## src/rtl/led_seq_cfg.svh

```systemverilog
//  Purpose: offsets, reset values and timing counts of the LED sequencer
//  Assumes: included once per compile unit through the guard
//  Notes:   the step time is one thirty-second of a period count
`ifndef LED_SEQ_CFG_SVH
`define LED_SEQ_CFG_SVH

// ****************************************************************
//  register offsets and reset values
// ****************************************************************
`define OFS_BEH_LOW      8'h81
`define OFS_BEH_HIGH     8'h82
`define OFS_P1_PERIOD    8'h84
`define OFS_P2_PERIOD    8'h85
`define OFS_BR_PERIOD    8'h86
`define RST_BEH          8'h00
`define RST_P1_PERIOD    8'h20
`define RST_P2_PERIOD    8'h14
`define RST_BR_PERIOD    8'h5D
`define EDGE_SEL_BIT     7
`define PERIOD_MIN_CNT   7'h01

// ****************************************************************
//  timing: one period count is 32 ms, split in 32 ramp steps
// ****************************************************************
`define SYS_CLK_HZ       10000000
`define COUNT_TIME_MS    32
`define RAMP_STEPS       32
`define STEP_TIME_US     ((`COUNT_TIME_MS * 1000) / `RAMP_STEPS)
`define STEP_CYCLES      (`STEP_TIME_US * (`SYS_CLK_HZ / 1000000))
`endif

```

## src/rtl/led_seq_pkg.sv

```systemverilog
//  Purpose: types shared by the LED sequencer
//  Assumes: nothing
//  Notes:   behaviour codes follow the selector field encoding
package led_seq_pkg;
  // selector field: 00 direct, 01 pulse one, 10 pulse two, 11 breathe
  typedef enum logic [1:0] {BEH_DIRECT, BEH_PULSE1, BEH_PULSE2, BEH_BREATHE} beh_t;
  typedef enum logic [2:0] {S_IDLE, S_DIRECT, S_PULSE, S_TAIL, S_BREATHE} led_state_t;
endpackage

```

## src/rtl/led_seq.sv

```systemverilog
//  Purpose: eight-channel LED behaviour sequencer with PWM pin drives
//  Assumes: touch and output-control inputs come from logic on sys_clk_i
//  Notes:   duty limits, pulse counts, link and polarity are plain inputs
`timescale 1ns/1ps
`include "led_seq_cfg.svh"

// How it works
// - two-bit behaviour selector per channel, two registers
// - direct: active on start, inactive on stop
// - pulse one: fixed pulse count, no stop
// - pulse two: pulse while held, then tail
// - breathe: ramp min-max-min until stop
// - pulse one period seven bits, 32 ms each
// - period zero behaves as period one
// - pulse one period resets to 20h
// - bit seven picks pulse one start edge
// - pulse two period register, reset 14h
// - short periods run at shortest attainable
// - PWM rate highest the duty settings allow
// - unlinked LED triggers on output-control bit
// - linked LED triggers on touch input
// - breathe period register, reset 5Dh
module led_seq #(
  parameter int STEP_CYC = `STEP_CYCLES
) (
  // clock and reset
  input  wire logic        sys_clk_i,
  input  wire logic        rst_i,
  // register port
  input  wire logic [7:0]  reg_addr_i,
  input  wire logic        reg_wr_i,
  input  wire logic        reg_rd_i,
  input  wire logic [7:0]  reg_wdata_i,
  output logic      [7:0]  reg_rdata_o,
  // triggers
  input  wire logic [7:0]  touch_i,
  input  wire logic [7:0]  link_en_i,
  input  wire logic [7:0]  led_output_control_bit_i,
  // shared shaping settings and per-channel polarity
  input  wire logic [3:0]  duty_min_i,
  input  wire logic [3:0]  duty_max_i,
  input  wire logic [2:0]  pulse_one_cnt_i,
  input  wire logic [2:0]  pulse_two_cnt_i,
  input  wire logic [7:0]  led_output_polarity_i,
  // LED pins
  output logic      [7:0]  led_pin_o
);
  import led_seq_pkg::*;

  // ****************************************************************
  //  registers
  // ****************************************************************
  logic [7:0]  beh_low_ff;
  logic [7:0]  beh_high_ff;
  logic [7:0]  p1_ff;
  logic [6:0]  p2_ff;
  logic [6:0]  br_ff;
  logic [7:0]  nxt_rdata;

  // software writes; bit seven of pulse two and breathe is not stored
  always_ff @(posedge sys_clk_i or posedge rst_i) begin
    if (rst_i) begin
      beh_low_ff  <= `RST_BEH;
      beh_high_ff <= `RST_BEH;
      p1_ff       <= `RST_P1_PERIOD;
      p2_ff       <= 7'(`RST_P2_PERIOD);
      br_ff       <= 7'(`RST_BR_PERIOD);
    end else if (reg_wr_i) begin
      unique case (reg_addr_i)
        `OFS_BEH_LOW:   beh_low_ff  <= reg_wdata_i;
        `OFS_BEH_HIGH:  beh_high_ff <= reg_wdata_i;
        `OFS_P1_PERIOD: p1_ff       <= reg_wdata_i;
        `OFS_P2_PERIOD: p2_ff       <= reg_wdata_i[6:0];
        `OFS_BR_PERIOD: br_ff       <= reg_wdata_i[6:0];
        default: ;
      endcase
    end
  end

  // read mux; unmapped offsets read as zero
  always_comb begin
    unique case (reg_addr_i)
      `OFS_BEH_LOW:   nxt_rdata = beh_low_ff;
      `OFS_BEH_HIGH:  nxt_rdata = beh_high_ff;
      `OFS_P1_PERIOD: nxt_rdata = p1_ff;
      `OFS_P2_PERIOD: nxt_rdata = {1'b0, p2_ff};
      `OFS_BR_PERIOD: nxt_rdata = {1'b0, br_ff};
      default:        nxt_rdata = 8'h00;
    endcase
  end

  // read data is held until the next read strobe
  always_ff @(posedge sys_clk_i or posedge rst_i) begin
    if (rst_i) begin
      reg_rdata_o <= 8'h00;
    end else if (reg_rd_i) begin
      reg_rdata_o <= nxt_rdata;
    end
  end

  // ****************************************************************
  //  shared timing: step tick and PWM slot counter
  // ****************************************************************
  logic [31:0] step_div_ff;
  logic        tick_ff;
  logic [3:0]  pwm_ff;

  // one ramp step per tick; a count of 32 ms is 32 steps
  always_ff @(posedge sys_clk_i or posedge rst_i) begin
    if (rst_i) begin
      step_div_ff <= 32'h0000_0000;
      tick_ff     <= 1'b0;
    end else if (step_div_ff == 32'(STEP_CYC - 1)) begin
      step_div_ff <= 32'h0000_0000;
      tick_ff     <= 1'b1;
    end else begin
      step_div_ff <= step_div_ff + 32'h0000_0001;
      tick_ff     <= 1'b0;
    end
  end

  // sixteen slots at the system clock: the fastest rate the duty steps allow
  always_ff @(posedge sys_clk_i or posedge rst_i) begin
    if (rst_i) begin
      pwm_ff <= 4'h0;
    end else begin
      pwm_ff <= pwm_ff + 4'h1;
    end
  end

  // zero acts as one; every period is attainable at this step size
  function automatic logic [6:0] per_eff(input logic [6:0] raw);
    per_eff = (raw == 7'h00) ? `PERIOD_MIN_CNT : raw;
  endfunction

  // ****************************************************************
  //  per-channel sequencers
  // ****************************************************************
  led_state_t  st_ff    [8];
  logic [4:0]  phase_ff [8];
  logic [6:0]  step_ff  [8];
  logic [3:0]  rem_ff   [8];
  logic [7:0]  act_q_ff;
  logic [7:0]  act;
  logic [15:0] sel_all;

  assign sel_all = {beh_high_ff, beh_low_ff};
  // linked channels follow the touch input, others the control bit
  assign act = (link_en_i & touch_i) | (~link_en_i & led_output_control_bit_i);

  always_ff @(posedge sys_clk_i or posedge rst_i) begin
    if (rst_i) begin
      act_q_ff <= 8'h00;
    end else begin
      act_q_ff <= act;
    end
  end

  genvar ch;
  generate
    for (ch = 0; ch < 8; ch++) begin : g_ch
      beh_t       sel;
      logic       rise;
      logic       fall;
      logic [6:0] per;
      logic       step_done;
      logic       wrap;
      logic [4:0] lvl;
      logic [4:0] dmin;
      logic [4:0] dmax;
      logic [9:0] span;
      logic [4:0] duty;

      assign sel  = beh_t'(sel_all[2*ch +: 2]);
      assign rise = act[ch] & ~act_q_ff[ch];
      assign fall = ~act[ch] & act_q_ff[ch];
      assign per  = (sel == BEH_PULSE1) ? per_eff(p1_ff[6:0]) :
                    (sel == BEH_PULSE2) ? per_eff(p2_ff) : per_eff(br_ff);
      assign step_done = tick_ff && (step_ff[ch] >= per - 7'h01);
      assign wrap      = step_done && (phase_ff[ch] == 5'h1F);

      // ramp shape: up over sixteen steps, down over sixteen (each half)
      assign lvl  = (phase_ff[ch] <= 5'h10) ? phase_ff[ch] : 5'(6'h20 - {1'b0, phase_ff[ch]});
      assign dmin = {1'b0, duty_min_i};
      assign dmax = {1'b0, duty_max_i} + 5'h01;
      // widen before the product: a five-bit product would wrap at full swing
      assign span = (dmax > dmin) ? 10'(dmax - dmin) * 10'(lvl) : 10'h000;
      assign duty = (st_ff[ch] == S_IDLE)   ? dmin :
                    (st_ff[ch] == S_DIRECT) ? dmax : 5'(dmin + span[8:4]);

      // behaviour machine; triggers are ignored in states that do not stop
      always_ff @(posedge sys_clk_i or posedge rst_i) begin
        if (rst_i) begin
          st_ff[ch]  <= S_IDLE;
          rem_ff[ch] <= 4'h0;
        end else begin
          unique case (st_ff[ch])
            S_IDLE: begin
              unique case (sel)
                BEH_DIRECT:  if (rise) st_ff[ch] <= S_DIRECT;
                BEH_PULSE1: begin
                  if (p1_ff[`EDGE_SEL_BIT] ? fall : rise) begin
                    st_ff[ch]  <= S_PULSE;
                    rem_ff[ch] <= {1'b0, pulse_one_cnt_i} + 4'h1;
                  end
                end
                BEH_PULSE2:  if (rise) st_ff[ch] <= S_PULSE;
                BEH_BREATHE: if (rise) st_ff[ch] <= S_BREATHE;
              endcase
            end
            S_DIRECT: if (fall) st_ff[ch] <= S_IDLE;
            S_PULSE: begin
              if (sel == BEH_PULSE2) begin
                if (fall) begin
                  st_ff[ch]  <= S_TAIL;
                  rem_ff[ch] <= {1'b0, pulse_two_cnt_i} + 4'h1;
                end
              end else if (wrap) begin
                if (rem_ff[ch] <= 4'h1) st_ff[ch] <= S_IDLE;
                rem_ff[ch] <= rem_ff[ch] - 4'h1;
              end
            end
            S_TAIL: begin
              if (wrap) begin
                if (rem_ff[ch] <= 4'h1) st_ff[ch] <= S_IDLE;
                rem_ff[ch] <= rem_ff[ch] - 4'h1;
              end
            end
            S_BREATHE: if (fall) st_ff[ch] <= S_IDLE;
            default: st_ff[ch] <= S_IDLE;
          endcase
        end
      end

      // ramp stepper restarts at minimum on every start
      always_ff @(posedge sys_clk_i or posedge rst_i) begin
        if (rst_i) begin
          phase_ff[ch] <= 5'h00;
          step_ff[ch]  <= 7'h00;
        end else if (st_ff[ch] == S_IDLE || st_ff[ch] == S_DIRECT) begin
          phase_ff[ch] <= 5'h00;
          step_ff[ch]  <= 7'h00;
        end else if (step_done) begin
          phase_ff[ch] <= phase_ff[ch] + 5'h01;
          step_ff[ch]  <= 7'h00;
        end else if (tick_ff) begin
          step_ff[ch]  <= step_ff[ch] + 7'h01;
        end
      end

      // pin drive; polarity zero means the pin sinks when lit
      always_ff @(posedge sys_clk_i or posedge rst_i) begin
        if (rst_i) begin
          led_pin_o[ch] <= 1'b1;
        end else begin
          led_pin_o[ch] <= ({1'b0, pwm_ff} < duty) ^ ~led_output_polarity_i[ch];
        end
      end
    end
  endgenerate
endmodule

```

## config.mk

```make
export PLATFORM = sky130hd
export DESIGN_NAME = led_seq
export DESIGN_NICKNAME = d
export VERILOG_FILES = /design/src/rtl/led_seq_pkg.sv /design/src/rtl/led_seq.sv
export VERILOG_INCLUDE_DIRS = /design/src /design/src/rtl
export SDC_FILE = /design/constraint.sdc
export NUM_CORES = 1
export LEC_CHECK = 0
export ABC_AREA = 0
export ABC_CLOCK_PERIOD_IN_PS = 16660
export BUFFER_PORTS_ARGS = -buffer_cell sky130_fd_sc_hd__buf_2
export CAP_MARGIN = 20
export CORE_MARGIN = 2
export CORE_UTILIZATION = 45
export CTS_CLUSTER_SIZE = 30
export DETAILED_ROUTE_END_ITERATION = 7
export GPL_ROUTABILITY_DRIVEN = 1
export GPL_TIMING_DRIVEN = 0
export PLACE_DENSITY_LB_ADDON = 0.12
export SLEW_MARGIN = 10
export SYNTH_ARGS = -nofsm -noshare
export SYNTH_HDL_FRONTEND = slang
export SYNTH_SLANG_ARGS = --single-unit
```

## constraint.sdc

```tcl
create_clock -name sys_clk_i -period 16.66 [get_ports sys_clk_i]
set_clock_uncertainty 0.2 [all_clocks]
set_input_delay 0.833 -clock sys_clk_i [delete_from_list [all_inputs] [get_ports sys_clk_i]]
set_output_delay 0.833 -clock sys_clk_i [all_outputs]
set_load 0.01 [all_outputs]
```

==> insert_results.sql <==
INSERT INTO impl_metrics (metric_group, metric, value, unit) VALUES
('run_status', 'status', 'complete, no violations', ''),
('timing', 'tightestPinTransition', '1.14', 'ns'),
('worst_setup_path', 'setup.worst_path.start_class', 'input pin', ''),
('yosys', 'syn_nets', '3631', ''),
('routing', 'drt-total-wl', '87.9', 'mm'),
('worst_setup_path', 'critical_path.reg2reg.endpoint', 'led_pin_o[6]$_DFF_PP1_', ''),
('clock_tree', 'clock-root-buffer', 'sky130_fd_sc_hd__clkbuf_16', ''),
('timing', 'hold_violations', '0', ''),
('clock_tree', 'cts_max_path_buffers', '3', ''),
('cells_and_area', 'post_route_cells_drive_above_1_share', '8.09', '%'),
('worst_setup_path', 'critPathMaxFanout', '10', ''),
('yosys', 'number_of_enable_type_register_cells_in_the_synthesized_netlist', '0', ''),
('clock_tree', 'total_setup_buffers_inserted_after_cts', '0', ''),
('yosys', 'synth-warning-count', '0', ''),
('yosys', 'combined_area_of_all_synthesized_cells', '0.0271', 'mm^2'),
('worst_setup_path', 'worstSetupPathType', 'in2reg', ''),
('grt', 'grt_start_max_net_pins', '114', ''),
('cells_and_area', 'nets', '3758', ''),
('worst_setup_path', 'timing.critical_path.to_type', 'flop', ''),
('routing', 'drcViolationCount', '0', ''),
('routing', 'via_count', '24100', ''),
('clock_tree', 'clkSinkCount', '251', ''),
('worst_setup_path', 'crit_path_arrival_time', '9.21', 'ns'),
('yosys', 'synth_cell_types', '80', ''),
('worst_setup_path', 'cp_common_cell', 'sky130_fd_sc_hd__ha_1', ''),
('power_and_ir_drop', 'leakage', '13.6', 'nW'),
('worst_setup_path', 'reg2regPathDepth', '23', ''),
('clock_tree', 'htree_num_levels', '2', ''),
('power_and_ir_drop', 'powerDensity', '76.1', 'mW/mm^2'),
('floorplanning', 'floorplan_core_area', '0.0592', 'mm^2'),
('cells_and_area', 'fillers', '5637', ''),
('grt', 'grt_pass1_wl', '135', 'mm'),
('floorplanning', 'boundaryPins', '82', ''),
('yosys', 'netlist_instances', '3161', ''),
('placed_design', 'port_buffers', '79', ''),
('cells_and_area', 'insertedDiodeCount', '0', ''),
('timing', 'final_critical_path_setup_slack', '7.72', 'ns'),
('yosys', 'proportion_of_synthesized_chip_area_in_sequential_cells', '23.3', '%'),
('placed_design', 'place_worst_setup_slack', '7.08', 'ns'),
('floorplanning', 'die_height', '249', 'um'),
('worst_setup_path', 'critical_path_required', '16.93', 'ns'),
('grt', 'grt_antenna_before_repair', '0', ''),
('floorplanning', 'floorplan.initialDensity', '45.7', '%'),
('yosys', 'synth.ff_latch_count', '251', ''),
('power_and_ir_drop', 'peakVddDrop', '81.9', 'uV'),
('timing', 'fmax', '112', 'MHz'),
('timing', 'maxSlewViolCount', '0', ''),
('worst_setup_path', 'slowest_stage', 'sky130_fd_sc_hd__clkbuf_1', ''),
('timing', 'final-setup-viol-count', '0', ''),
('timing', 'rsz0062_at_grt', 'no', ''),
('clock_tree', 'clock_insertion_delay_worst_skew', '0.56', 'ns'),
('grt', 'number_of_global_route_vias_before_repair', '23600', ''),
('worst_setup_path', 'crit_reg_reg_startpoint', 'phase_ff[5]$_DFFE_PP0P_', ''),
('clock_tree', 'cts.clk_slew.worst_paths', '0.06', 'ns'),
('routing', 'drt-pass1-iter-count', '5', ''),
('floorplanning', 'fp.dieW', '249', 'um'),
('floorplanning', 'fp-row-count', '89', ''),
('cells_and_area', 'synthToLayoutAreaGrowth', '10.1', '%'),
('grt', 'grt.overflow.total', '0', ''),
('worst_setup_path', 'critPathMaxStageDelay', '0.90', 'ns'),
('clock_tree', 'cts.repair.resized', '0', ''),
('clock_tree', 'cts_hold_buffers', '0', ''),
('placed_design', 'dp_hpwl', '66.0', 'mm'),
('timing', 'slew-limit-headroom', '24.2', '%'),
('cells_and_area', 'sequential_cell_area', '0.00630', 'mm^2'),
('timing', 'setup-tns-final', '0', 'ns'),
('job', 'timing.max_cap.violations', '0', ''),
('timing', 'finalCriticalPeriod', '8.94', 'ns'),
('worst_setup_path', 'setup.reg_to_reg.worst_slack', '9.73', 'ns'),
('routing', 'drtIter0Drc', '1946', ''),
('clock_tree', 'cts_tree', 'built', '');
stage by stage:
stage	std cells	utilization, %	instance area (um^2)	power (mW)	hold WS, ns
after detailed placement	4021	48.3	28600	1.46	0.277
after CTS	4082	50.3	29800	2.28	0.0448
after global placement	4013	48.0	28500	1.44	0.270
after floorplan	3161	-	27100	1.20	0.247
final	4085	50.3	29800	2.27	0.0569
after global routing	4085	50.3	29800	2.38	0.0734
layout by cell type (no fill, tap or decap), types with 93 or more instances in the layout:
master                     synthesis  routed
sky130_fd_sc_hd__clkbuf_1        135     140
sky130_fd_sc_hd__dfrtp_1         235     235
sky130_fd_sc_hd__a21oi_1         164     164
sky130_fd_sc_hd__xnor2_1         118     115
sky130_fd_sc_hd__nand2_1         192     192
sky130_fd_sc_hd__mux2i_1         114     114
sky130_fd_sc_hd__nor2_1          408     407
sky130_fd_sc_hd__ha_1            290     290
sky130_fd_sc_hd__inv_1           236     235
sky130_fd_sc_hd__o21ai_0          96      93
sky130_fd_sc_hd__fa_1            114     114
where the power goes:
group,internal (mW),switching [mW],total (mW),leakage (nW)
clock,0.484,0.315,0.799,0.579
sequential,0.659,0.0550,0.714,3.25
combinational,0.265,0.493,0.758,9.77
total,1.41,0.863,2.27,13.6
flip-flops by register name, indices dropped and copies added, names as in the netlist:
signal       count
reg_rdata_o      8
act_q_ff         8
tick_ff          1
phase_ff        40
br_ff            7
p1_ff            8
p2_ff            7
beh_high_ff      8
step_div_ff     32
step_ff         56
led_pin_o        8
st_ff           24
rem_ff          32
pwm_ff           4
beh_low_ff       8
synthesized netlist by cell type, drive strengths merged (79+ instances only):
master / count / area [um^2]
xnor2: 118 / 1030
clkbuf: 138 / 522
inv: 236 / 886
nor3: 79 / 395
mux2i: 114 / 1140
nand2: 192 / 721
o21ai: 100 / 500
ha: 290 / 3630
xor2: 88 / 771
fa: 114 / 2280
dfrtp: 235 / 5880
nor2: 408 / 1530
a21oi: 164 / 821
nand3: 85 / 425
metal layers:
metal  share of wire [%]  global-route usage (%)
met1                  44                    37.4
met2                  46                    45.5
met3                 6.3                    3.91
met4                 4.1                    11.3
met5                   0                       0
final cells by class:
class	instances	share of cell area (%)
clock buffer	44	3.18
sequential	251	21.1
inverter	236	3.00
timing repair buffer	90	1.77
tap	773	3.24
clock inverter	17	0.805
buffer	152	2.08
multi-input combinational	2522	64.8
cell families after synthesis:
group,synth area share (%)
flip-flops,23.3
adder cells (fa/ha/maj),21.8
buffers and inverters,5.56
XOR/XNOR,7.24
multiplexers,5.87
AND/OR/NAND/NOR,19.4
AO/OA/AOI/OAI,16.8
worst max-delay path: cells and delay by family:
kind,cells,cell delay [ns]
XOR/XNOR,4,1.05
adder cells (fa/ha/maj),8,3.10
AND/OR/NAND/NOR,4,0.83
AO/OA/AOI/OAI,8,1.27
buffers and inverters,7,2.13
worst max path at each step:
stage,startpoint,end,depth (start not counted)
after floorplan,rst_i,act_q_ff[0]$_DFF_PP0_,1
after global routing,duty_max_i[0],led_pin_o[3]$_DFF_PP1_,31
after CTS,duty_max_i[0],led_pin_o[3]$_DFF_PP1_,30
final,duty_max_i[0],led_pin_o[3]$_DFF_PP1_,31
after detailed placement,duty_max_i[0],led_pin_o[3]$_DFF_PP1_,30
after global placement,rst_i,rem_ff[14]$_DFFE_PP0P_,2
Note: power is estimated with default switching activity, not from simulation.
